<file path="src/hdl/tdos_pkg.sv">
package tdos_pkg;

    // ********************************
    // Sizes
    // ********************************
    localparam int PROG_CNT = 4;
    localparam int STEP_CNT = 16;
    localparam int PROG_W   = 2;
    localparam int STEP_W   = 4;
    localparam int DUR_W    = 22;
    localparam int CYC_W    = 10;

    localparam logic [DUR_W-1:0]  DUR_MAX   = 22'h36ee7f;  // 99:59:59.9 in tenths
    localparam logic [DUR_W-1:0]  DUR_ZERO  = 22'h000000;
    localparam logic [DUR_W-1:0]  DUR_ONE   = 22'h000001;
    localparam logic [CYC_W-1:0]  CYC_MAX   = 10'h3e7;     // 999
    localparam logic [CYC_W-1:0]  CYC_CONT  = 10'h000;     // Continuous
    localparam logic [CYC_W-1:0]  CYC_ONE   = 10'h001;
    localparam logic [STEP_W-1:0] STEP_FIRST = 4'h0;
    localparam logic [STEP_W-1:0] STEP_LAST  = 4'hf;
    localparam logic [STEP_W-1:0] STEP_ONE   = 4'h1;
    localparam int                STEP_KIND_BIT = 0;

    // ********************************
    // Timing
    // ********************************
    localparam int CLK_PERIOD_NS = 50;
    localparam int TICK_NS       = 100_000_000;
    localparam int TICK_CYCLES   = TICK_NS / CLK_PERIOD_NS;
    localparam int TICK_W        = 21;

    // ********************************
    // Types
    // ********************************
    typedef enum logic [1:0] {
        TDOS_ST_RESET,
        TDOS_ST_LOAD,
        TDOS_ST_TIME,
        TDOS_ST_END
    } tdos_state_t;

    typedef struct packed {
        logic              en;
        logic [PROG_W-1:0] prog;
        logic [STEP_W-1:0] step;
        logic [DUR_W-1:0]  dur;
    } tdos_wr_t;

    typedef struct packed {
        logic              output_on;
        logic              output_inv;
        logic              prog_end;
        logic              running;
        logic [PROG_W-1:0] active_prog;
        logic [STEP_W-1:0] step;
        logic [DUR_W-1:0]  time_rem;
        logic [CYC_W-1:0]  cycles_done;
    } tdos_stat_t;

endpackage

</file>
<file path="src/hdl/tdos_seq.sv">
`timescale 1ns/1ns
module tdos_seq #(
    parameter int TICK_CYCLES = tdos_pkg::TICK_CYCLES
) (
    // Clock and reset
    input  wire logic                          clk,
    input  wire logic                          sys_rst,
    // Duration store write port
    input  wire tdos_pkg::tdos_wr_t            dur_wr,
    // Program choice
    input  wire logic [tdos_pkg::PROG_W-1:0]   program_count_limit,
    input  wire logic [tdos_pkg::PROG_W-1:0]   prog_select,
    input  wire logic [tdos_pkg::CYC_W-1:0]    program_cycles,
    // Run/hold and reset-release settings
    input  wire logic                          run_wr,
    input  wire logic                          run_val,
    input  wire logic                          release_wr,
    input  wire logic                          release_val,
    input  wire logic                          run_src_sel,
    input  wire logic                          run_src_level,
    input  wire logic                          release_src_sel,
    input  wire logic                          release_src_level,
    // Power restoration
    input  wire logic                          powerfail_hold_policy,
    input  wire logic                          power_restore,
    // Readback of the duration store
    input  wire logic [tdos_pkg::PROG_W-1:0]   rd_prog,
    input  wire logic [tdos_pkg::STEP_W-1:0]   rd_step,
    output logic      [tdos_pkg::DUR_W-1:0]    rd_dur,
    // Status
    output tdos_pkg::tdos_stat_t               status,
    output logic                               run_state,
    output logic                               release_state
);
    import tdos_pkg::*;

    // ********************************
    // Helpers
    // ********************************
    function automatic logic [PROG_W-1:0] clamp_prog(
        input logic [PROG_W-1:0] sel,
        input logic [PROG_W-1:0] lim
    );
        clamp_prog = (sel > lim) ? lim : sel;
    endfunction

    // Even steps are On periods, odd steps Off periods
    function automatic logic step_is_on(input logic [STEP_W-1:0] s);
        step_is_on = ~s[STEP_KIND_BIT];
    endfunction

    function automatic logic [DUR_W-1:0] clamp_dur(input logic [DUR_W-1:0] d);
        clamp_dur = (d > DUR_MAX) ? DUR_MAX : d;
    endfunction

    function automatic logic [CYC_W-1:0] cap_cycles(input logic [CYC_W-1:0] c);
        cap_cycles = (c > CYC_MAX) ? CYC_MAX : c;
    endfunction

    // ********************************
    // Duration store
    // ********************************
    logic [DUR_W-1:0] dur_mem [PROG_CNT][STEP_CNT];
    logic [DUR_W-1:0] rd_dur_reg;

    // Programs default to all-zero durations, which leaves the output idle
    always_ff @(posedge clk) begin
        if (sys_rst) begin
            for (int p = 0; p < PROG_CNT; p++) begin
                for (int s = 0; s < STEP_CNT; s++) begin
                    dur_mem[p][s] <= DUR_ZERO;
                end
            end
        end else if (dur_wr.en) begin
            dur_mem[dur_wr.prog][dur_wr.step] <= clamp_dur(dur_wr.dur);
        end
    end

    // Readback is registered, so the word appears one clock after the address
    always_ff @(posedge clk) begin
        if (sys_rst) begin
            rd_dur_reg <= DUR_ZERO;
        end else begin
            rd_dur_reg <= dur_mem[rd_prog][rd_step];
        end
    end

    assign rd_dur = rd_dur_reg;

    // ********************************
    // Run/hold and release settings
    // ********************************
    logic run_reg;
    logic run_next;
    logic release_reg;
    logic release_next;
    logic run_eff;
    logic release_eff;

    always_comb begin
        run_next     = run_reg;
        release_next = release_reg;
        if (run_wr) begin
            run_next = run_val;
        end
        if (release_wr) begin
            release_next = release_val;
        end
        // Restoration with the hold policy set outranks a same-cycle write so the plant comes up safe
        if (power_restore && powerfail_hold_policy) begin
            run_next     = 1'b0;
            release_next = 1'b0;
        end
    end

    always_ff @(posedge clk) begin
        if (sys_rst) begin
            run_reg     <= 1'b0;
            release_reg <= 1'b0;
        end else begin
            run_reg     <= run_next;
            release_reg <= release_next;
        end
    end

    // A wired source overrides the stored level, also after power restoration
    assign run_eff     = run_src_sel ? run_src_level : run_reg;
    assign release_eff = release_src_sel ? release_src_level : release_reg;

    // ********************************
    // Sequencer
    // ********************************
    tdos_state_t       state_reg;
    tdos_state_t       state_next;
    logic [STEP_W-1:0] step_reg;
    logic [STEP_W-1:0] step_next;
    logic [DUR_W-1:0]  rem_reg;
    logic [DUR_W-1:0]  rem_next;
    logic [TICK_W-1:0] tick_reg;
    logic [TICK_W-1:0] tick_next;
    logic [CYC_W-1:0]  cyc_reg;
    logic [CYC_W-1:0]  cyc_next;
    logic              out_reg;
    logic              out_next;
    logic [PROG_W-1:0] prog_reg;
    logic [PROG_W-1:0] prog_next;
    logic [PROG_W-1:0] prog_eff;
    logic [DUR_W-1:0]  cur_dur;
    logic              tick_wrap;
    logic [CYC_W-1:0]  cyc_inc;
    logic              seq_done;
    logic              pass_last;
    logic              load_zero;
    logic              running_reg;
    logic              running_next;

    assign prog_eff  = clamp_prog(prog_select, program_count_limit);
    assign cur_dur   = dur_mem[prog_reg][step_reg];
    assign pass_last = (step_reg == STEP_LAST);
    assign load_zero = (cur_dur == DUR_ZERO);
    // One tenth lasts TICK_CYCLES clocks; loading a period restarts the count
    assign tick_wrap = (tick_reg == TICK_W'(TICK_CYCLES - 1));
    // Continuous runs stop counting passes at 999 rather than rolling over to 0
    assign cyc_inc   = (cyc_reg == CYC_MAX) ? CYC_MAX : cyc_reg + CYC_ONE;
    // Counts above 999 are treated as 999
    assign seq_done  = (program_cycles != CYC_CONT) &&
                       (cyc_inc >= cap_cycles(program_cycles));

    always_comb begin
        state_next = state_reg;
        step_next  = step_reg;
        rem_next   = rem_reg;
        tick_next  = tick_reg;
        cyc_next   = cyc_reg;
        out_next   = out_reg;
        prog_next  = prog_reg;
        if (!release_eff) begin
            // Held in reset: nothing times, the pattern restarts from On 1
            state_next = TDOS_ST_RESET;
            step_next  = STEP_FIRST;
            rem_next   = DUR_ZERO;
            tick_next  = '0;
            cyc_next   = CYC_CONT;
            out_next   = 1'b0;
            prog_next  = prog_eff;
        end else begin
            case (state_reg)
                TDOS_ST_RESET: begin
                    prog_next = prog_eff;
                    // Starts standalone, no other programmer involved
                    if (run_eff) begin
                        state_next = TDOS_ST_LOAD;
                        step_next  = STEP_FIRST;
                    end
                end
                TDOS_ST_LOAD: begin
                    if (run_eff) begin
                        if (load_zero) begin
                            // Zero step: move on and keep the output as it is
                            step_next = step_reg + STEP_ONE;
                            if (pass_last) begin
                                cyc_next  = cyc_inc;
                                prog_next = prog_eff;
                                if (seq_done) begin
                                    state_next = TDOS_ST_END;
                                    out_next   = 1'b0;
                                end
                            end
                        end else begin
                            rem_next   = cur_dur;
                            tick_next  = '0;
                            out_next   = step_is_on(step_reg);
                            state_next = TDOS_ST_TIME;
                        end
                    end
                end
                TDOS_ST_TIME: begin
                    // Hold freezes the tick and remaining time, output kept
                    if (run_eff) begin
                        if (tick_wrap) begin
                            tick_next = '0;
                            if (rem_reg == DUR_ONE) begin
                                rem_next  = DUR_ZERO;
                                step_next = step_reg + STEP_ONE;
                                if (pass_last) begin
                                    cyc_next  = cyc_inc;
                                    prog_next = prog_eff;
                                    if (seq_done) begin
                                        state_next = TDOS_ST_END;
                                        out_next   = 1'b0;
                                    end else begin
                                        state_next = TDOS_ST_LOAD;
                                    end
                                end else begin
                                    state_next = TDOS_ST_LOAD;
                                end
                            end else begin
                                rem_next = rem_reg - DUR_ONE;
                            end
                        end else begin
                            tick_next = tick_reg + TICK_W'(1);
                        end
                    end
                end
                TDOS_ST_END: begin
                    // Leaves only through reset-release going off
                    out_next = 1'b0;
                end
                default: begin
                    state_next = TDOS_ST_RESET;
                end
            endcase
        end
        running_next = run_eff && release_eff && (state_next != TDOS_ST_END);
    end

    always_ff @(posedge clk) begin
        if (sys_rst) begin
            state_reg <= TDOS_ST_RESET;
            step_reg  <= STEP_FIRST;
            rem_reg   <= DUR_ZERO;
            tick_reg  <= '0;
            cyc_reg   <= CYC_CONT;
            out_reg   <= 1'b0;
            prog_reg  <= '0;
            running_reg <= 1'b0;
        end else begin
            state_reg <= state_next;
            step_reg  <= step_next;
            rem_reg   <= rem_next;
            tick_reg  <= tick_next;
            cyc_reg   <= cyc_next;
            out_reg   <= out_next;
            prog_reg  <= prog_next;
            running_reg <= running_next;
        end
    end

    // ********************************
    // Status
    // ********************************
    always_comb begin
        status.output_on   = out_reg;
        status.output_inv  = ~out_reg;
        status.prog_end    = (state_reg == TDOS_ST_END);
        // Registered like the other status bits, so it trails the run level by a clock
        status.running     = running_reg;
        status.active_prog = prog_reg;
        status.step        = step_reg;
        status.time_rem    = rem_reg;
        status.cycles_done = cyc_reg;
    end

    assign run_state     = run_reg;
    assign release_state = release_reg;

endmodule

</file>
<file path="config.mk">
export PLATFORM = sky130hd
export DESIGN_NAME = tdos_seq
export DESIGN_NICKNAME = d
export VERILOG_FILES = /design/src/hdl/tdos_pkg.sv /design/src/hdl/tdos_seq.sv
export SDC_FILE = /design/constraint.sdc
export NUM_CORES = 2
export LEC_CHECK = 0
export BUFFER_PORTS_ARGS = -buffer_cell sky130_fd_sc_hd__buf_2
export CAP_MARGIN = 20
export CORE_MARGIN = 2
export CORE_UTILIZATION = 42
export CTS_CLUSTER_DIAMETER = 30
export CTS_CLUSTER_SIZE = 24
export DETAILED_ROUTE_END_ITERATION = 10
export PLACE_DENSITY_LB_ADDON = 0.05
export SLEW_MARGIN = 0
export SYNTH_ARGS = -nofsm -noshare
export SYNTH_HDL_FRONTEND = slang
export SYNTH_SLANG_ARGS = --single-unit
export TNS_END_PERCENT = 1
</file>
<file path="constraint.sdc">
create_clock -name clk -period 6.1 [get_ports clk]
set_input_delay 0.61 -clock clk [delete_from_list [all_inputs] [get_ports clk]]
set_output_delay 0.61 -clock clk [all_outputs]
set_load 0.05 [all_outputs]
</file>
==> insert_results.sql <==
INSERT INTO impl_metrics (metric_group, metric, value, unit) VALUES
('run_status', 'outcome', 'completed', ''),
('logic_synthesis', 'synth_fa_ha_area_share', '0.357', '%'),
('logic_synthesis', 'synth_compound_area_share', '4.15', '%'),
('sta', 'fin_skew', '0.0564', 'ns'),
('final_layout', 'layout.core_utilization', '51.9', '%'),
('logic_synthesis', 'synthSimpleGateAreaFrac', '10.8', '%'),
('placed_design', 'portBuffers', '126', ''),
('job', 'max-cap-violations', '0', ''),
('sta', 'timing.fmax', '0.167', 'GHz'),
('routing', 'num_vias', '55089', ''),
('clock_tree', 'cts-buffers-inserted', '403', ''),
('worst_setup_path', 'worstSetupEndpointType', 'flip-flop', ''),
('worst_setup_path', 'required', '6.85', 'ns'),
('floorplan', 'die-area', '187000', 'µm²'),
('sta', 'period_minus_slack', '5.99', 'ns'),
('worst_setup_path', 'critPathMaxFanout', '35', ''),
('routing', 'drtAntennaViolNets', '0', ''),
('final_layout', 'drive_above_1_share', '29.6', '%'),
('floorplan', 'die_h', '433', 'µm'),
('power', 'power.density', '382', 'nW/µm²'),
('worst_setup_path', 'cpMostUsedCell', 'sky130_fd_sc_hd__buf_4', ''),
('clock_tree', 'worstSkewPairLatency', '0.97', 'ns'),
('clock_tree', 'numClockSinks', '1497', ''),
('worst_setup_path', 'worst_path_cell_with_the_longest_stage_delay', 'sky130_fd_sc_hd__dfxtp_4', ''),
('sta', 'slew_viol_final', '0', ''),
('final_layout', 'area_growth_syn_to_layout', '22.9', '%'),
('sta', 'slew_at_the_pin_closest_to_its_max_slew_limit', '1.22', 'ns'),
('clock_tree', 'clkTransAtPathRegs', '0.05', 'ns'),
('sta', 'post_route_setup_tns', '0', 'ns'),
('worst_setup_path', 'path_cells', 'buf_4 -> mux4_2 -> a22oi_1 -> nand2_1 -> a21oi_1 -> o221ai_1 -> nor2_1 -> nand4_1 -> o41ai_1 -> buf_4 -> a31oi_1 -> mux2i_1', ''),
('worst_setup_path', 'arrival', '6.74', 'ns'),
('logic_synthesis', 'synth_top_family_by_area', 'multiplexers', ''),
('routing', 'detail_route.iter0.violations', '7193', ''),
('logic_synthesis', 'synthCells', '5558', ''),
('routing', 'drt-vias-per-instance', '6.42', ''),
('routing', 'wirelength', '322000', 'µm'),
('logic_synthesis', 'synth_sequential_area_ratio', '57.1', '%'),
('logic_synthesis', 'synth.avg_cell_area', '13.9', 'µm²'),
('power', 'p_leak', '32.5', 'nW'),
('clock_tree', 'postcts_setup_bufs', '0', ''),
('logic_synthesis', 'synth-edff-count', '1408', ''),
('worst_setup_path', 'max_stage_delay', '0.85', 'ns'),
('placed_design', 'dp_hpwl', '203000', 'µm'),
('sta', 'crit_share_post_route', '98.2', '%'),
('placed_design', 'post-place-cells', '7826', ''),
('grt', 'first_global_vias', '54678', ''),
('clock_tree', 'cts-root-buf', 'sky130_fd_sc_hd__clkbuf_16', ''),
('power', 'peakVddDrop', '0.220', 'mV'),
('placed_design', 'place.gp.congestion', '0.914', ''),
('clock_tree', 'cts_tree', 'yes', ''),
('grt', 'grt_max_degree', '74', ''),
('floorplan', 'die_x', '433', 'µm'),
('sta', 'max_slew_margin', '17.7', '%'),
('worst_hold_path', 'worst_min_delay_path_class', 'in2reg', ''),
('final_layout', 'largest_register_ff_count', '1408', ''),
('final_layout', 'net_count_reported_at_finish', '5937', ''),
('floorplan', 'std_cell_rows', '157', ''),
('grt', 'grt_pass1_wl', '442000', 'µm'),
('floorplan', 'design.core.area', '183000', 'µm²'),
('logic_synthesis', 'synth.ff_latch_count', '1497', ''),
('clock_tree', 'cts.path.max_buffers', '4', ''),
('sta', 'rsz0062_at_grt', 'no', ''),
('sta', 'final_hold_violating_endpoints', '0', ''),
('logic_synthesis', 'yosys.cell_types.count', '70', ''),
('logic_synthesis', 'synth_flop_cell', 'sky130_fd_sc_hd__edfxtp_1', ''),
('logic_synthesis', 'post_synth_mux_area_share', '24.2', '%'),
('worst_setup_path', 'r2r_slack', '0.11', 'ns'),
('floorplan', 'top_level_ports', '127', ''),
('worst_setup_path', 'cp-start-kind', 'flip-flop', ''),
('worst_setup_path', 'timing.reg2reg.worst_path_depth', '12', ''),
('grt', 'gr-usage-all-layers', '34.4', '%');
-- cells by family (layout without fill, tap and decap cells) --
kind of cell | after synthesis | count (layout)
simple gates | 2014 | 2014
fa+ha+maj | 22 | 22
xor+xnor | 12 | 12
flops | 1497 | 1497
buf+inv | 587 | 1211
mux | 967 | 967
other cells | 0 | 8
compound gates | 459 | 459
-- where the power goes --
group / leakage (nW) / internal [mW] / switching (mW) / total (mW)
Clock: 6.45 / 14.5 / 6.31 / 20.8
Combinational: 11.9 / 1.29 / 2.12 / 3.42
Sequential: 14.1 / 11.8 / 0.282 / 12.1
-- stage by stage --
| step | instance area, µm² | hold WS, ns | setup slack, ns | power [mW] |
|---|---|---|---|---|
| after floorplan | 77100 | 0.440 | 2.09 | 14.1 |
| after global placement | 81400 | 0.454 | 0.263 | 15.6 |
| after detailed placement | 81400 | 0.461 | 0.334 | 15.6 |
| after CTS | 94800 | 0.0153 | 0.308 | 36.3 |
| after global routing | 94800 | 0.0371 | 0.0350 | 37.0 |
| final | 94800 | 0.0583 | 0.107 | 36.3 |
-- routing by layer --
layer  track usage (%)  wire length [µm]  up-vias
met5                 0               158        -
met4              18.6             18900       24
met3              8.22             32400      735
met2              53.9            150000     3294
met1              44.2            120000    28939
li1                  -                 -    22097
-- area by class of cell --
class / count / area, µm²
Sequential cell: 1497 / 44100
Fill cell: 15453 / 87900
Inverter: 29 / 109
Multi-Input combinational cell: 3474 / 30800
Clock buffer: 483 / 10700
Timing Repair Buffer: 449 / 3500
Clock inverter: 250 / 2640
Tap cell: 2385 / 2980
Antenna cell: 8 / 20.0
-- synthesized netlist by cell type (8+ instances only) --
cell type | number | share of area [%]
sky130_fd_sc_hd__a211oi_1 | 21 | 0.20
sky130_fd_sc_hd__ha_1 | 22 | 0.36
sky130_fd_sc_hd__buf_6 | 17 | 0.25
sky130_fd_sc_hd__nand3_1 | 39 | 0.25
sky130_fd_sc_hd__xnor2_1 | 10 | 0.11
sky130_fd_sc_hd__nor3_1 | 35 | 0.23
sky130_fd_sc_hd__buf_1 | 55 | 0.27
sky130_fd_sc_hd__edfxtp_1 | 1408 | 55
sky130_fd_sc_hd__mux2_2 | 16 | 0.23
sky130_fd_sc_hd__mux4_2 | 718 | 21
sky130_fd_sc_hd__o221ai_1 | 17 | 0.19
sky130_fd_sc_hd__buf_4 | 8 | 0.078
sky130_fd_sc_hd__clkbuf_1 | 416 | 2.0
sky130_fd_sc_hd__o311ai_0 | 22 | 0.25
sky130_fd_sc_hd__a31oi_1 | 19 | 0.15
sky130_fd_sc_hd__nand2b_1 | 87 | 0.71
sky130_fd_sc_hd__a221oi_1 | 25 | 0.28
sky130_fd_sc_hd__and2_1 | 15 | 0.12
sky130_fd_sc_hd__inv_1 | 26 | 0.13
sky130_fd_sc_hd__a22oi_1 | 91 | 0.89
sky130_fd_sc_hd__nand3b_1 | 9 | 0.088
sky130_fd_sc_hd__nand2_1 | 159 | 0.77
sky130_fd_sc_hd__or3_1 | 11 | 0.089
sky130_fd_sc_hd__o31ai_1 | 27 | 0.26
sky130_fd_sc_hd__a22o_1 | 15 | 0.17
sky130_fd_sc_hd__a21oi_1 | 88 | 0.57
sky130_fd_sc_hd__mux2i_1 | 233 | 3.0
sky130_fd_sc_hd__dfxtp_1 | 89 | 2.3
sky130_fd_sc_hd__o211ai_1 | 9 | 0.088
sky130_fd_sc_hd__o21ai_0 | 62 | 0.40
sky130_fd_sc_hd__o22ai_1 | 13 | 0.11
sky130_fd_sc_hd__buf_2 | 62 | 0.40
sky130_fd_sc_hd__nor2b_1 | 42 | 0.34
sky130_fd_sc_hd__nor2_1 | 1522 | 7.4
sky130_fd_sc_hd__and3_1 | 30 | 0.24
sky130_fd_sc_hd__nor4_1 | 10 | 0.081
sky130_fd_sc_hd__or4_1 | 13 | 0.13
sky130_fd_sc_hd__nand4_1 | 26 | 0.21
-- worst paths after layout --
path                                      startpoint                       endpoint
worst max-delay path                       flip-flop                      flip-flop
worst min-delay path                      dur_wr[18]  dur_mem[3][260]$_SDFFCE_PN0P_
worst max register to register             flip-flop                      flip-flop
worst min register to register  out_reg$_SDFFE_PP0P_           out_reg$_SDFFE_PP0P_
-- placed cells by master (no fill, tap or decap), types with 19 or more instances in the layout --
| cell | Yosys | final |
|---|---|---|
| sky130_fd_sc_hd__nor2_1 | 1522 | 1503 |
| sky130_fd_sc_hd__a21oi_1 | 88 | 88 |
| sky130_fd_sc_hd__mux4_2 | 718 | 718 |
| sky130_fd_sc_hd__a22oi_1 | 91 | 91 |
| sky130_fd_sc_hd__buf_2 | 62 | 121 |
| sky130_fd_sc_hd__nor3_1 | 35 | 35 |
| sky130_fd_sc_hd__mux2i_1 | 233 | 233 |
| sky130_fd_sc_hd__a211oi_1 | 21 | 20 |
| sky130_fd_sc_hd__nand2_1 | 159 | 158 |
| sky130_fd_sc_hd__buf_4 | 8 | 285 |
| sky130_fd_sc_hd__and3_1 | 30 | 30 |
| sky130_fd_sc_hd__clkbuf_1 | 416 | 63 |
| sky130_fd_sc_hd__o21ai_0 | 62 | 61 |
| sky130_fd_sc_hd__clkinv_1 | 1 | 77 |
| sky130_fd_sc_hd__inv_1 | 26 | 25 |
| sky130_fd_sc_hd__bufinv_16 | 0 | 53 |
| sky130_fd_sc_hd__a31oi_1 | 19 | 19 |
| sky130_fd_sc_hd__clkbuf_16 | 0 | 412 |
| sky130_fd_sc_hd__clkinv_2 | 0 | 70 |
| sky130_fd_sc_hd__edfxtp_1 | 1408 | 1408 |
| sky130_fd_sc_hd__o31ai_1 | 27 | 26 |
| sky130_fd_sc_hd__nand3_1 | 39 | 39 |
| sky130_fd_sc_hd__nor2b_1 | 42 | 34 |
| sky130_fd_sc_hd__a221oi_1 | 25 | 24 |
| sky130_fd_sc_hd__nand4_1 | 26 | 26 |
| sky130_fd_sc_hd__dfxtp_1 | 89 | 83 |
| sky130_fd_sc_hd__nand2b_1 | 87 | 83 |
| sky130_fd_sc_hd__o311ai_0 | 22 | 22 |
| sky130_fd_sc_hd__ha_1 | 22 | 22 |
| sky130_fd_sc_hd__clkinvlp_4 | 0 | 31 |
| sky130_fd_sc_hd__buf_12 | 0 | 29 |
-- timing repair --
item                                    in CTS  in global routing
endpoints found under the hold margin        2                  0
endpoints found under the setup margin       0                  0
gates resized for setup                      0                  0
hold buffers                                 6                  0
-- worst max-delay path: cells and delay by family, from the launching register on --
family / cells / cell delay [ns]
muxes: 2 / 1.04
AOI/OAI and AO/OA: 5 / 2.24
DFF: 1 / 0.85
and+or+nand+nor: 3 / 0.72
buffers and inverters: 2 / 0.87
Note: power is estimated with default switching activity, not from simulation.
